### src/sdf_top.sv
package sdf_pkg;
    // nominal master clock per power mode, in kHz
    localparam int MCLK_HR_KHZ = 32'h0000_2000;
    localparam int MCLK_LP_KHZ = 32'h0000_1000;
    localparam int MCLK_VLP_KHZ = 32'h0000_0800;
    localparam int REF_CLK_PERIOD_NS = 32'h0000_0008;
    localparam int MOD_CLK_DIV = 32'h0000_0002;
    localparam int CODE_W = 32'h0000_0003;
    localparam int OUT_W = 32'h0000_0018;
    localparam int S3_W = 32'h0000_0020;
    localparam int FAST_W = 32'h0000_0010;
    localparam int S1_W = 32'h0000_0024;
    localparam int RAW_W = 32'h0000_0028;
    localparam int FIFO_DEPTH = 32'h0000_0004;
    localparam logic [3:0] LOG2_BASE = 4'h7;
    localparam logic [3:0] LOG2_R64 = 4'h6;
    localparam logic [3:0] S3_MAX_LOG2 = 4'ha;
    localparam logic [5:0] S3_FIXED_EXP = 6'h1e;
    localparam logic [5:0] OUT_EXP = 6'h17;
    localparam logic [2:0] CODE_RST = 3'h0;
    localparam logic [1:0] FAST_RESULTS = 2'h2;
    // settling in master clock cycles, ratios 64 to 1024
    localparam logic [15:0] SETTLE_64 = 16'h02d8;
    localparam logic [15:0] SETTLE_128 = 16'h0358;
    localparam logic [15:0] SETTLE_256 = 16'h0458;
    localparam logic [15:0] SETTLE_512 = 16'h0658;
    localparam logic [15:0] SETTLE_1024 = 16'h0a58;
    localparam logic [OUT_W-1:0] OUT_MAX = 24'h7f_ffff;
    localparam logic [OUT_W-1:0] OUT_MIN = 24'h80_0000;

    function automatic logic [3:0] ratio_log2(input logic r64,
                                              input logic [2:0] code);
        return r64 ? LOG2_R64 : 4'(LOG2_BASE + {1'b0, code});
    endfunction

    function automatic logic [3:0] s3_log2(input logic [3:0] l);
        return (l > S3_MAX_LOG2) ? S3_MAX_LOG2 : l;
    endfunction

    function automatic logic [13:0] ratio_mask(input logic [3:0] l);
        return 14'((16'h0001 << l) - 16'h0001);
    endfunction

    // scale a sum of +-2^exp to a 24-bit fraction, saturating full scale
    function automatic logic [OUT_W-1:0] normalize(
        input logic signed [RAW_W-1:0] raw, input logic [5:0] exp);
        logic signed [47:0] t;
        t = {{8{raw[RAW_W-1]}}, raw};
        if (exp > OUT_EXP) begin
            t = t >>> (exp - OUT_EXP);
        end else begin
            t = t <<< (OUT_EXP - exp);
        end
        if (t > $signed({24'h00_0000, OUT_MAX})) begin
            return OUT_MAX;
        end
        if (t < $signed({24'hff_ffff, OUT_MIN})) begin
            return OUT_MIN;
        end
        return t[OUT_W-1:0];
    endfunction
endpackage

`timescale 1ns/1ns
`default_nettype none

module sdf_top
    import sdf_pkg::*;
#(
    parameter int SETTLE_2048 = 32'h0000_1258,
    parameter int SETTLE_4096 = 32'h0000_2258,
    parameter int SETTLE_8192 = 32'h0000_4258,
    parameter int SETTLE_16384 = 32'h0000_8258
) (
    input wire logic i_ref_clk,
    input wire logic i_rst,
    input wire logic i_mod_bit,
    input wire logic [CODE_W-1:0] i_decimation_ratio_select,
    input wire logic i_ratio64_select,
    input wire logic i_settle_restart,
    input wire logic i_sample_ready,
    output logic o_sample_valid,
    output logic [OUT_W-1:0] o_sample_data,
    output logic o_sample_ready_n,
    output logic o_sinc3_selected
);
    typedef struct packed {
        logic mod_en;
        logic [1:0] bit_sync;
        logic [CODE_W-1:0] code;
        logic r64;
        logic [13:0] fast_cnt;
        logic signed [FAST_W-1:0] fast_acc;
        logic signed [FAST_W-1:0] fast_last;
        logic [9:0] s3_cnt;
        logic signed [S1_W-1:0] s1_acc;
        logic grp_end;
        logic [1:0] conv_cnt;
        logic use_s3;
        logic res_pend;
        logic [OUT_W-1:0] res_data;
        logic [15:0] settle_left;
        logic [14:0] h_mod;
        logic [4:0] h_dump;
    } sdf_state_t;

    sdf_state_t q;
    sdf_state_t d;
    logic restart;
    logic s3_dump;
    logic s3_valid;
    logic signed [S3_W-1:0] s3_raw;
    logic fifo_in_ready;
    logic fifo_out_valid;
    logic [3:0] ln;
    logic [3:0] ls3;
    logic [3:0] lm;
    logic signed [S1_W-1:0] s1_sum;
    logic signed [FAST_W-1:0] fast_next;

    function automatic logic [15:0] settle_cycles(input logic r64,
                                                  input logic [2:0] code);
        logic [3:0] l;
        l = ratio_log2(r64, code);
        unique case (l)
            4'h6: return SETTLE_64;
            4'h7: return SETTLE_128;
            4'h8: return SETTLE_256;
            4'h9: return SETTLE_512;
            4'ha: return SETTLE_1024;
            4'hb: return 16'(SETTLE_2048);
            4'hc: return 16'(SETTLE_4096);
            4'hd: return 16'(SETTLE_8192);
            default: return 16'(SETTLE_16384);
        endcase
    endfunction

    assign ln = ratio_log2(q.r64, q.code);
    assign ls3 = s3_log2(ln);
    assign lm = 4'(ln - ls3);
    // a new ratio invalidates every partial sum, so it restarts like resync
    assign restart = i_settle_restart
        || (q.code != i_decimation_ratio_select)
        || (q.r64 != i_ratio64_select);

    always_comb begin
        d = q;
        s3_dump = 1'b0;
        d.mod_en = ~q.mod_en;
        d.bit_sync = {q.bit_sync[0], i_mod_bit};
        d.code = i_decimation_ratio_select;
        d.r64 = i_ratio64_select;
        d.grp_end = 1'b0;
        fast_next = q.bit_sync[1] ? 16'(q.fast_acc + 16'sh0001)
                                  : 16'(q.fast_acc - 16'sh0001);
        s1_sum = 36'(q.s1_acc + {{4{s3_raw[S3_W-1]}}, s3_raw});
        if (q.res_pend && fifo_in_ready) begin
            d.res_pend = 1'b0;
        end
        if (s3_valid && (ln > S3_MAX_LOG2)) begin
            d.s1_acc = q.grp_end ? '0 : s1_sum;
        end
        if (q.grp_end) begin
            // unsettled results go out like any other
            d.res_pend = 1'b1;
            if (!q.use_s3) begin
                d.res_data = normalize({{24{q.fast_last[FAST_W-1]}},
                                        q.fast_last}, {2'h0, ln});
            end else if (ln > S3_MAX_LOG2) begin
                d.res_data = normalize({{4{s1_sum[S1_W-1]}}, s1_sum},
                                       6'(S3_FIXED_EXP + {2'h0, lm}));
            end else begin
                d.res_data = normalize({{8{s3_raw[S3_W-1]}}, s3_raw},
                                       6'(6'h03 * {2'h0, ls3}));
            end
            if (q.conv_cnt != FAST_RESULTS) begin
                d.conv_cnt = 2'(q.conv_cnt + 2'h1);
            end
            if (q.conv_cnt == 2'(FAST_RESULTS - 2'h1)) begin
                d.use_s3 = 1'b1;
            end
        end
        if (restart) begin
            // the path choice survives a restart; only reset brings sinc1 back
            d.fast_cnt = '0;
            d.fast_acc = '0;
            d.s3_cnt = '0;
            d.s1_acc = '0;
            d.settle_left = settle_cycles(i_ratio64_select,
                                          i_decimation_ratio_select);
        end else begin
            if (q.settle_left != 16'h0000) begin
                d.settle_left = 16'(q.settle_left - 16'h0001);
            end
            if (q.mod_en) begin
                // both paths see the same bit in the same cycle
                if (q.fast_cnt == ratio_mask(ln)) begin
                    d.fast_last = fast_next;
                    d.fast_acc = '0;
                    d.fast_cnt = '0;
                    d.grp_end = 1'b1;
                end else begin
                    d.fast_acc = fast_next;
                    d.fast_cnt = 14'(q.fast_cnt + 14'h0001);
                end
                // compare at full mask width; a call result cannot be sliced
                if ({4'h0, q.s3_cnt} == ratio_mask(ls3)) begin
                    s3_dump = 1'b1;
                    d.s3_cnt = '0;
                end else begin
                    d.s3_cnt = 10'(q.s3_cnt + 10'h001);
                end
            end
        end
        if (restart || q.grp_end) begin
            d.h_mod = '0;
            d.h_dump = '0;
        end else begin
            if (q.mod_en) begin
                d.h_mod = 15'(q.h_mod + 15'h0001);
            end
            if (s3_dump) begin
                d.h_dump = 5'(q.h_dump + 5'h01);
            end
        end
    end

    always_ff @(posedge i_ref_clk or posedge i_rst) begin
        if (i_rst) begin
            q <= '0;
            q.code <= CODE_RST;
        end else begin
            q <= d;
        end
    end

    sdf_sinc3 u_sinc3 (
        .i_ref_clk(i_ref_clk),
        .i_rst(i_rst),
        .i_restart(restart),
        .i_mod_en(q.mod_en && !restart),
        .i_bit(q.bit_sync[1]),
        .i_dump(s3_dump),
        .o_valid(s3_valid),
        .o_raw(s3_raw)
    );

    // the stream cannot stall; a result waits in res_data until taken or overwritten by the next result
    sdf_fifo #(
        .WIDTH(OUT_W),
        .DEPTH(FIFO_DEPTH)
    ) u_fifo (
        .i_ref_clk(i_ref_clk),
        .i_rst(i_rst),
        .i_in_valid(q.res_pend),
        .o_in_ready(fifo_in_ready),
        .i_in_data(q.res_data),
        .o_out_valid(fifo_out_valid),
        .i_out_ready(i_sample_ready),
        .o_out_data(o_sample_data)
    );

    assign o_sample_valid = fifo_out_valid;
    assign o_sample_ready_n = ~fifo_out_valid;
    assign o_sinc3_selected = q.use_s3;
endmodule

`default_nettype wire

### src/sdf_fifo.sv
`timescale 1ns/1ns
`default_nettype none

module sdf_fifo #(
    parameter int WIDTH = 24,
    parameter int DEPTH = 4
) (
    input wire logic i_ref_clk,
    input wire logic i_rst,
    input wire logic i_in_valid,
    output logic o_in_ready,
    input wire logic [WIDTH-1:0] i_in_data,
    output logic o_out_valid,
    input wire logic i_out_ready,
    output logic [WIDTH-1:0] o_out_data
);
    localparam int AW = $clog2(DEPTH);

    typedef struct packed {
        logic [DEPTH-1:0][WIDTH-1:0] mem;
        logic [AW-1:0] wr;
        logic [AW-1:0] rd;
        logic [AW:0] cnt;
    } sdf_fifo_state_t;

    sdf_fifo_state_t q;
    sdf_fifo_state_t d;
    logic push;
    logic pop;

    assign o_in_ready = q.cnt != (AW + 1)'(DEPTH);
    assign o_out_valid = q.cnt != '0;
    assign push = i_in_valid && o_in_ready;
    assign pop = o_out_valid && i_out_ready;
    assign o_out_data = q.mem[q.rd];

    always_comb begin
        d = q;
        if (push) begin
            d.mem[q.wr] = i_in_data;
            d.wr = (q.wr == AW'(DEPTH - 1)) ? '0 : AW'(q.wr + 1'b1);
        end
        if (pop) begin
            d.rd = (q.rd == AW'(DEPTH - 1)) ? '0 : AW'(q.rd + 1'b1);
        end
        if (push && !pop) begin
            d.cnt = (AW + 1)'(q.cnt + 1'b1);
        end else if (pop && !push) begin
            d.cnt = (AW + 1)'(q.cnt - 1'b1);
        end
    end

    always_ff @(posedge i_ref_clk or posedge i_rst) begin
        if (i_rst) begin
            q <= '0;
        end else begin
            q <= d;
        end
    end
endmodule

`default_nettype wire

### src/sdf_sinc3.sv
`timescale 1ns/1ns
`default_nettype none

// three integrators at the modulator rate, three combs at the dump rate;
// 32-bit wrap-around arithmetic is exact because N^3 stays below 2^31
module sdf_sinc3 (
    input wire logic i_ref_clk,
    input wire logic i_rst,
    input wire logic i_restart,
    input wire logic i_mod_en,
    input wire logic i_bit,
    input wire logic i_dump,
    output logic o_valid,
    output logic signed [31:0] o_raw
);
    typedef struct packed {
        logic [2:0][31:0] integ;
        logic [2:0][31:0] dly;
        logic valid;
        logic [31:0] raw;
    } sdf_sinc3_state_t;

    sdf_sinc3_state_t q;
    sdf_sinc3_state_t d;

    always_comb begin
        logic [31:0] c0;
        logic [31:0] c1;
        logic [31:0] c2;
        d = q;
        c0 = '0;
        c1 = '0;
        c2 = '0;
        d.valid = 1'b0;
        if (i_restart) begin
            d.integ = '0;
            d.dly = '0;
        end else if (i_mod_en) begin
            d.integ[0] = i_bit ? 32'(q.integ[0] + 32'h0000_0001)
                               : 32'(q.integ[0] - 32'h0000_0001);
            d.integ[1] = 32'(q.integ[1] + d.integ[0]);
            d.integ[2] = 32'(q.integ[2] + d.integ[1]);
            if (i_dump) begin
                c0 = 32'(d.integ[2] - q.dly[0]);
                c1 = 32'(c0 - q.dly[1]);
                c2 = 32'(c1 - q.dly[2]);
                d.dly[0] = d.integ[2];
                d.dly[1] = c0;
                d.dly[2] = c1;
                d.raw = c2;
                d.valid = 1'b1;
            end
        end
    end

    always_ff @(posedge i_ref_clk or posedge i_rst) begin
        if (i_rst) begin
            q <= '0;
        end else begin
            q <= d;
        end
    end

    assign o_valid = q.valid;
    assign o_raw = q.raw;
endmodule

`default_nettype wire

### config.mk
export PLATFORM = sky130hd
export DESIGN_NAME = sdf_top
export DESIGN_NICKNAME = d
export VERILOG_FILES = /design/src/sdf_top.sv /design/src/sdf_fifo.sv /design/src/sdf_sinc3.sv
export SDC_FILE = /design/constraint.sdc
export NUM_CORES = 2
export LEC_CHECK = 0
export ABC_CLOCK_PERIOD_IN_PS = 16450
export BUFFER_PORTS_ARGS = -buffer_cell sky130_fd_sc_hd__buf_2
export CORE_UTILIZATION = 30
export DETAILED_ROUTE_END_ITERATION = 10
export GPL_TIMING_DRIVEN = 1
export PLACE_DENSITY = 0.47
export SLEW_MARGIN = 20
export SYNTH_ARGS = -nofsm -noshare
export SYNTH_HDL_FRONTEND = slang
export SYNTH_SLANG_ARGS = --single-unit
### constraint.sdc
create_clock -name i_ref_clk -period 16.45 [get_ports i_ref_clk]
set_input_delay 3.29 -clock i_ref_clk [delete_from_list [all_inputs] [get_ports i_ref_clk]]
set_output_delay 3.29 -clock i_ref_clk [all_outputs]
set_load 0.05 [all_outputs]
* After elaboration in Yosys (flattened, before gate mapping)
Cells that the tools add are included.
** Word-level totals
- Register bits :: 456
- Bits in latches :: 0
- Memory bits (writable) :: 0
- Memory bits (read-only) :: 0
- Output and inout bits :: 27
- Word-level logic and storage cells :: 195
- Memories kept :: 0
** Operators by class
- $add $sub $neg :: 27
- Multipliers :: 1
- Divide/modulo/power cells :: 0
- Magnitude comparators :: 12
- Eq/ne operators :: 9
- Shift-type cells :: 7
- Mux-type cells :: 83
- Bitwise operators :: 3
- Reductions and logical operators :: 24
** Operators with widths (count)
- 48-bit 2-to-1 mux :: 10
- 24-bit 2-to-1 mux :: 16
- 225-bit 2-to-1 mux :: 1
- 192-bit 2-to-1 mux :: 1
- 48-bit by 24-bit greater-than comparator with 1-bit output (second input constant) :: 3
- 48-bit by 24-bit less-than comparator with 1-bit output (second input constant) :: 3
- 129-bit 2-to-1 mux :: 1
- 36-bit 2-to-1 mux :: 3
- 96-bit bitwise mux :: 1
- 32-bit subtractor :: 3
- 32-bit adder :: 2
- 30-bit 2-to-1 mux :: 2
- 56-bit 2-to-1 mux :: 1
- 24-bit binary-select mux with 2-bit select :: 1
- 24-bit demux with 2-bit select :: 1
- 16-bit by 6-bit <<< shifter with 48-bit output :: 1
- 32-bit by 6-bit <<< shifter with 48-bit output :: 1
- 36-bit by 6-bit <<< shifter with 48-bit output :: 1
- 32-bit by 6-bit >>> shifter with 48-bit output :: 1
- 36-bit by 6-bit >>> shifter with 48-bit output :: 1
- 36-bit adder :: 1
- 33-bit 2-to-1 mux :: 1
- 32-bit by 1-bit adder with 32-bit output (second input constant) :: 1
- 1-bit 2-to-1 mux :: 32
- 44 further kinds :: 77

* Logic depth before layout (Yosys ltp)
- Word-level depth :: 26
- Depth in mapped cells :: 52
- Gate-level depth less buffers :: 51

* Hierarchy
Synthesis repeated with hierarchy kept, for this count alone.
** Unflattened totals
- Cell total of the unflattened synthesis :: 5203
- Area, all modules :: 44022.2 µm²
** Modules (own cells, without submodules)
- sdf_top :: times used 1, cells each 2948, area an instance 21648.3 µm², seq. area each 3203.1 µm²
- sdf_sinc3 :: times used 1, cells each 1983, area an instance 17767.0 µm², seq. area each 5630.4 µm²
- sdf_fifo :: times used 1, cells each 272, area an instance 4606.9 µm², seq. area each 2577.5 µm²

* Worst setup path after synthesis
Ideal clock, no wire load.
- Kind :: register -> register
- From :: register q[162] (netlist bit)
- To :: register u_sinc3.q, in the netlist u_sinc3.o_raw[31]
- Setup time :: 0.133 ns
- Arrival time :: 10.109 ns
- Data required time :: 16.317 ns
- Slack :: 6.207 ns
- Cell stages (with the launch flop) :: 51
- Path buffers :: 2
- Period minus slack after synthesis :: 10.243 ns
- Cells stage by stage :: dfrtp_1 -> clkbuf_1 -> inv_1 -> ha_1 -> a21o_1 -> a21oi_1 -> o21bai_1 -> a21oi_1 -> o21ai_0 -> a21oi_1 -> xnor2_1 -> ha_1 -> and3_1 -> a31o_2 -> nor2_1 -> xnor2_1 -> ha_1 -> and3_1 -> [... 15 more ...] -> clkbuf_1 -> or2_2 -> a21oi_1 -> a31oi_1 -> a21o_1 -> a21o_1 -> a21oi_1 -> o21ai_0 -> xnor2_1 -> ha_1 -> or3_1 -> o21ai_0 -> a21oi_1 -> a21o_1 -> a21oi_1 -> xnor2_1 -> xnor2_1 -> o21ai_0
** On the way
- Cells in the longest elaborated chain, start to end :: 6
** RTL lines
- start, declared :: line sdf_top.sv:107 : sdf_state_t q;
- 32-bit 2-to-1 mux :: line sdf_sinc3.sv:39 : d.integ[0] = i_bit ? 32'(q.integ[0] + 32'h0000_0001)
- 32-bit adder :: line sdf_sinc3.sv:41 : d.integ[1] = 32'(q.integ[1] + d.integ[0]);
- 32-bit adder :: line sdf_sinc3.sv:42 : d.integ[2] = 32'(q.integ[2] + d.integ[1]);
- 32-bit subtractor :: line sdf_sinc3.sv:44 : c0 = 32'(d.integ[2] - q.dly[0]);
- 32-bit subtractor :: line sdf_sinc3.sv:45 : c1 = 32'(c0 - q.dly[1]);
- 32-bit subtractor :: line sdf_sinc3.sv:46 : c2 = 32'(c1 - q.dly[2]);
- end signal, assigned :: line sdf_sinc3.sv:58 : q <= '0;
- end signal, assigned :: line sdf_sinc3.sv:60 : q <= d;
- end, declared :: line sdf_sinc3.sv:23 : sdf_sinc3_state_t q;
No other way between the ends.
A chain may end at the register's enable or synchronous reset.

* Worst setup path after layout
Ends and elaborated chain as after synthesis.

==> flow_summary.toml <==
[outcome]
status = "complete, no violations"

[place]
dp_cells = 6576
io_buffers = 35
pre_cts_ws_ns = 4.98
placed_cell_area_sq_um = 43900
place.gp.congestion = 0.942
dpl.hpwl_microns = 102000

[setup_path]
cp-end-kind = "register"
cp.required_ns = 16.98
worst_path_most_repeated_cell = "o21ai_0"
crit_fanout = 32
cpPeakStageDelay_ns = 0.71
critical-path-slowest-cell = "o41ai_1"
arrival_ns = 11.99
worstSetupStartpointType = "register"
critical_path_class = "reg -> reg"

[final_layout]
final_area_sq_um = 46000
areaGrowthSynthToFinish_pct = 10.0
post_route_cells_drive_above_1_share_pct = 10.9
fillers = 14400
layout_commonest_cell = "nor2_1"
stdcell_count = 6691
mostFrequentLayoutCells = "nor2_1 (516), dfrtp_1 (454), nand2_1 (439), o21ai_0 (367), a21oi_1 (326)"
nNetsFinal = 5135

[grt]
track_usage_pct = 19.2
globalRouteMet2Util_pct = 30.5
grt-ovfl-total = 0
grt_pass1_vias = 36600
use_met1_pct = 26.6
grt_use_met3_pct = 2.35
grt_max_degree = 123
antenna_found_initial = 0
grt_pass1_wl_microns = 218000
grt.busiest_layer = "met2"

[yosys]
yosysSeqAreaShare_pct = 27.3
synth-edff-count = 0
syn_avg_cell_area_sq_um = 8.46
synthTopCellsByArea = "dfrtp_1 (27%), ha_1 (8.1%), mux2i_1 (5.3%), nor2_1 (4.7%), mux4_2 (4.5%)"
synth_top_area_cell = "dfrtp_1"
syn_area_sq_um = 41800
synth_flop_cell = "dfrtp_1"
synth_top_area_share_pct = 27.3
synth_cell_type_count = 110
ys_ff_latch = 456
yosysWarnings = 0
synthCells = 4941
async_flop_share_pct = 100

[drt]
drt_wl_total_microns = 138000
viasPerCell = 5.66
wl_per_cell_microns = 20.7
drt_iter0_markers = 3067
vias = 37900
dr.pass1.iters = 6
antenna_left = 0
drc = 0

[pwr]
powerDensity_nw_per_um2 = 78.9
power.leakage_nw = 20.4
sequentialPowerShare_pct = 31.2
swShare_pct = 35.8
combPwrFrac_pct = 30.8
pwr-share-clk_pct = 38.0
p_int_mw = 2.33
vdd_drop_max_mv = 0.0804
power_switching_mw = 1.30

[floorplan]
boundaryPins = 36
die_h_microns = 375
initial_core_util_pct = 30.3
placementRows = 136
fp.dieW_microns = 375
core-area_sq_um = 138000
dieArea_sq_um = 141000

[timing]
skew_ns = 0.0339
slew_headroom_pct = 30.3
setup-tns-final_ns = 0
finalSetupViolations = 0
hold_viol = 0
worst_pin_slew_ns = 1.04
worst_slack_ns = 5.00
slew_violations = 0
finalCritPeriodShare_pct = 69.6
rsz0062_at_grt = "false"
fin_crit_ns = 11.45
max_freq_ghz = 0.0873

[clock_network]
clk_path_buf_depth = 3
h-tree-depth = 2
cts_made_buffers = 60
ctsHoldBuffers = 0
cts.repair.resized = 0
clock_latency_ns = 0.68
cts_sinks = 456
cts_tree = "done"
cts.clk_slew.worst_paths_ns = 0.06
cts_setup_buffers = 0
cts-root-buf = "clkbuf_16"

[hold_path]
hp-class = "reg -> reg"

[flow_run]
drv_cap = 0
cells in the mapped netlist, types with 12 or more instances:
master       n
nor2_1     520
dfrtp_1    456
nand2_1    440
o21ai_0    367
a21oi_1    328
ha_1       270
mux2i_1    223
clkbuf_1   208
inv_1      193
xnor2_1    159
nand3_1    138
a22o_1     137
mux2_2     134
nor3_1     127
xor2_1      88
mux4_2      83
a21o_1      81
a211oi_1    69
a31oi_1     65
and3_1      53
o211ai_1    41
nand2b_1    40
o21a_1      36
o21bai_1    35
o22ai_1     35
or3_1       35
buf_1       34
o31ai_1     29
buf_2       28
nand4_1     27
nor2b_1     27
nor4_1      27
and2_1      26
a221oi_1    21
or2_2       20
o221ai_1    17
a22oi_1     16
a211o_1     15
o2111ai_1   15
a21boi_0    14
a41oi_1     13
o21ai_1     12
o311ai_0    12
worst max-delay path, delay by kind of cell, from the launching register on:
kind	cells	cell delay, ns
AOI/OAI and AO/OA	23	5.45
xor gates and xnor gates	7	1.30
DFF	1	0.50
adders and majority gates	6	2.04
and+or+nand+nor	4	0.95
buffers and inverters	2	1.00
registers in the layout (all words and copies together) (netlist names):
| signal | count |
|---|---|
| u_sinc3.o_valid | 1 |
| u_sinc3.o_raw | 32 |
| u_fifo.q | 103 |
| q | 126 |
| d | 1 |
| u_sinc3.q | 192 |
| o_sinc3_selected | 1 |
cells by family after synthesis:
group / count (synthesis) / share of synthesized area [%]
compound gates: 1510 / 24.3
mux: 441 / 13.5
flops: 456 / 27.3
xor+xnor: 251 / 5.35
simple gates: 1525 / 16.5
buf+inv: 477 / 4.48
fa+ha+maj: 280 / 8.56
other cells: 1 / 0.00897
final timing paths:
check	startpoint	end	slack, ns	cells after the start
max in group asynchronous	i_rst	u_fifo.q[3]	10.96	5
setup reg to reg	q[162]	u_sinc3.o_raw[31]	5.00	42
hold reg to reg	d[162]	q[162]	0.37	0
setup / recovery	q[162]	u_sinc3.o_raw[31]	5.00	42
hold / removal	d[162]	q[162]	0.37	0
min in group asynchronous	i_rst	q[91]	2.58	2
cell type report:
type                       instances  area [sq um]  area share [%]
antenna                            2          5.00          0.0109
clock buffer                      88          1760            3.82
clock inverter                    23           304           0.661
inverter                         199           756            1.64
multi-input combinational       4010         28700            62.3
sequential                       456         11400            24.8
tap                             1794          2240            4.88
timing repair buffer             119           837            1.82
per-layer routing:
metal  vias to the layer above  share of wire [%]
li1                      18100                  -
met1                     18400                 46
met2                      1060                 45
met3                       223                5.3
met4                         0                3.8
met5                         -                  0
power groups by stage:
stage	logic [mW]	registers [mW]	clock network (mW)
2_1_floorplan	0.798	1.15	0
3_3_place_gp	1.10	1.15	0
3_5_place_dp	1.10	1.15	0
4_1_cts	1.10	1.13	1.44
5_1_grt	1.22	1.13	1.47
6_report	1.12	1.13	1.38
through the flow:
step | utilization, % | power (mW) | hold WS (ns)
after floorplan | - | 1.95 | 0.331
after global placement | 31.8 | 2.26 | 0.350
after detailed placement | 31.8 | 2.25 | 0.356
after CTS | 33.3 | 3.67 | 0.371
after global routing | 33.4 | 3.82 | 0.374
final | 33.4 | 3.63 | 0.366
(Power assumes the default switching activity.)
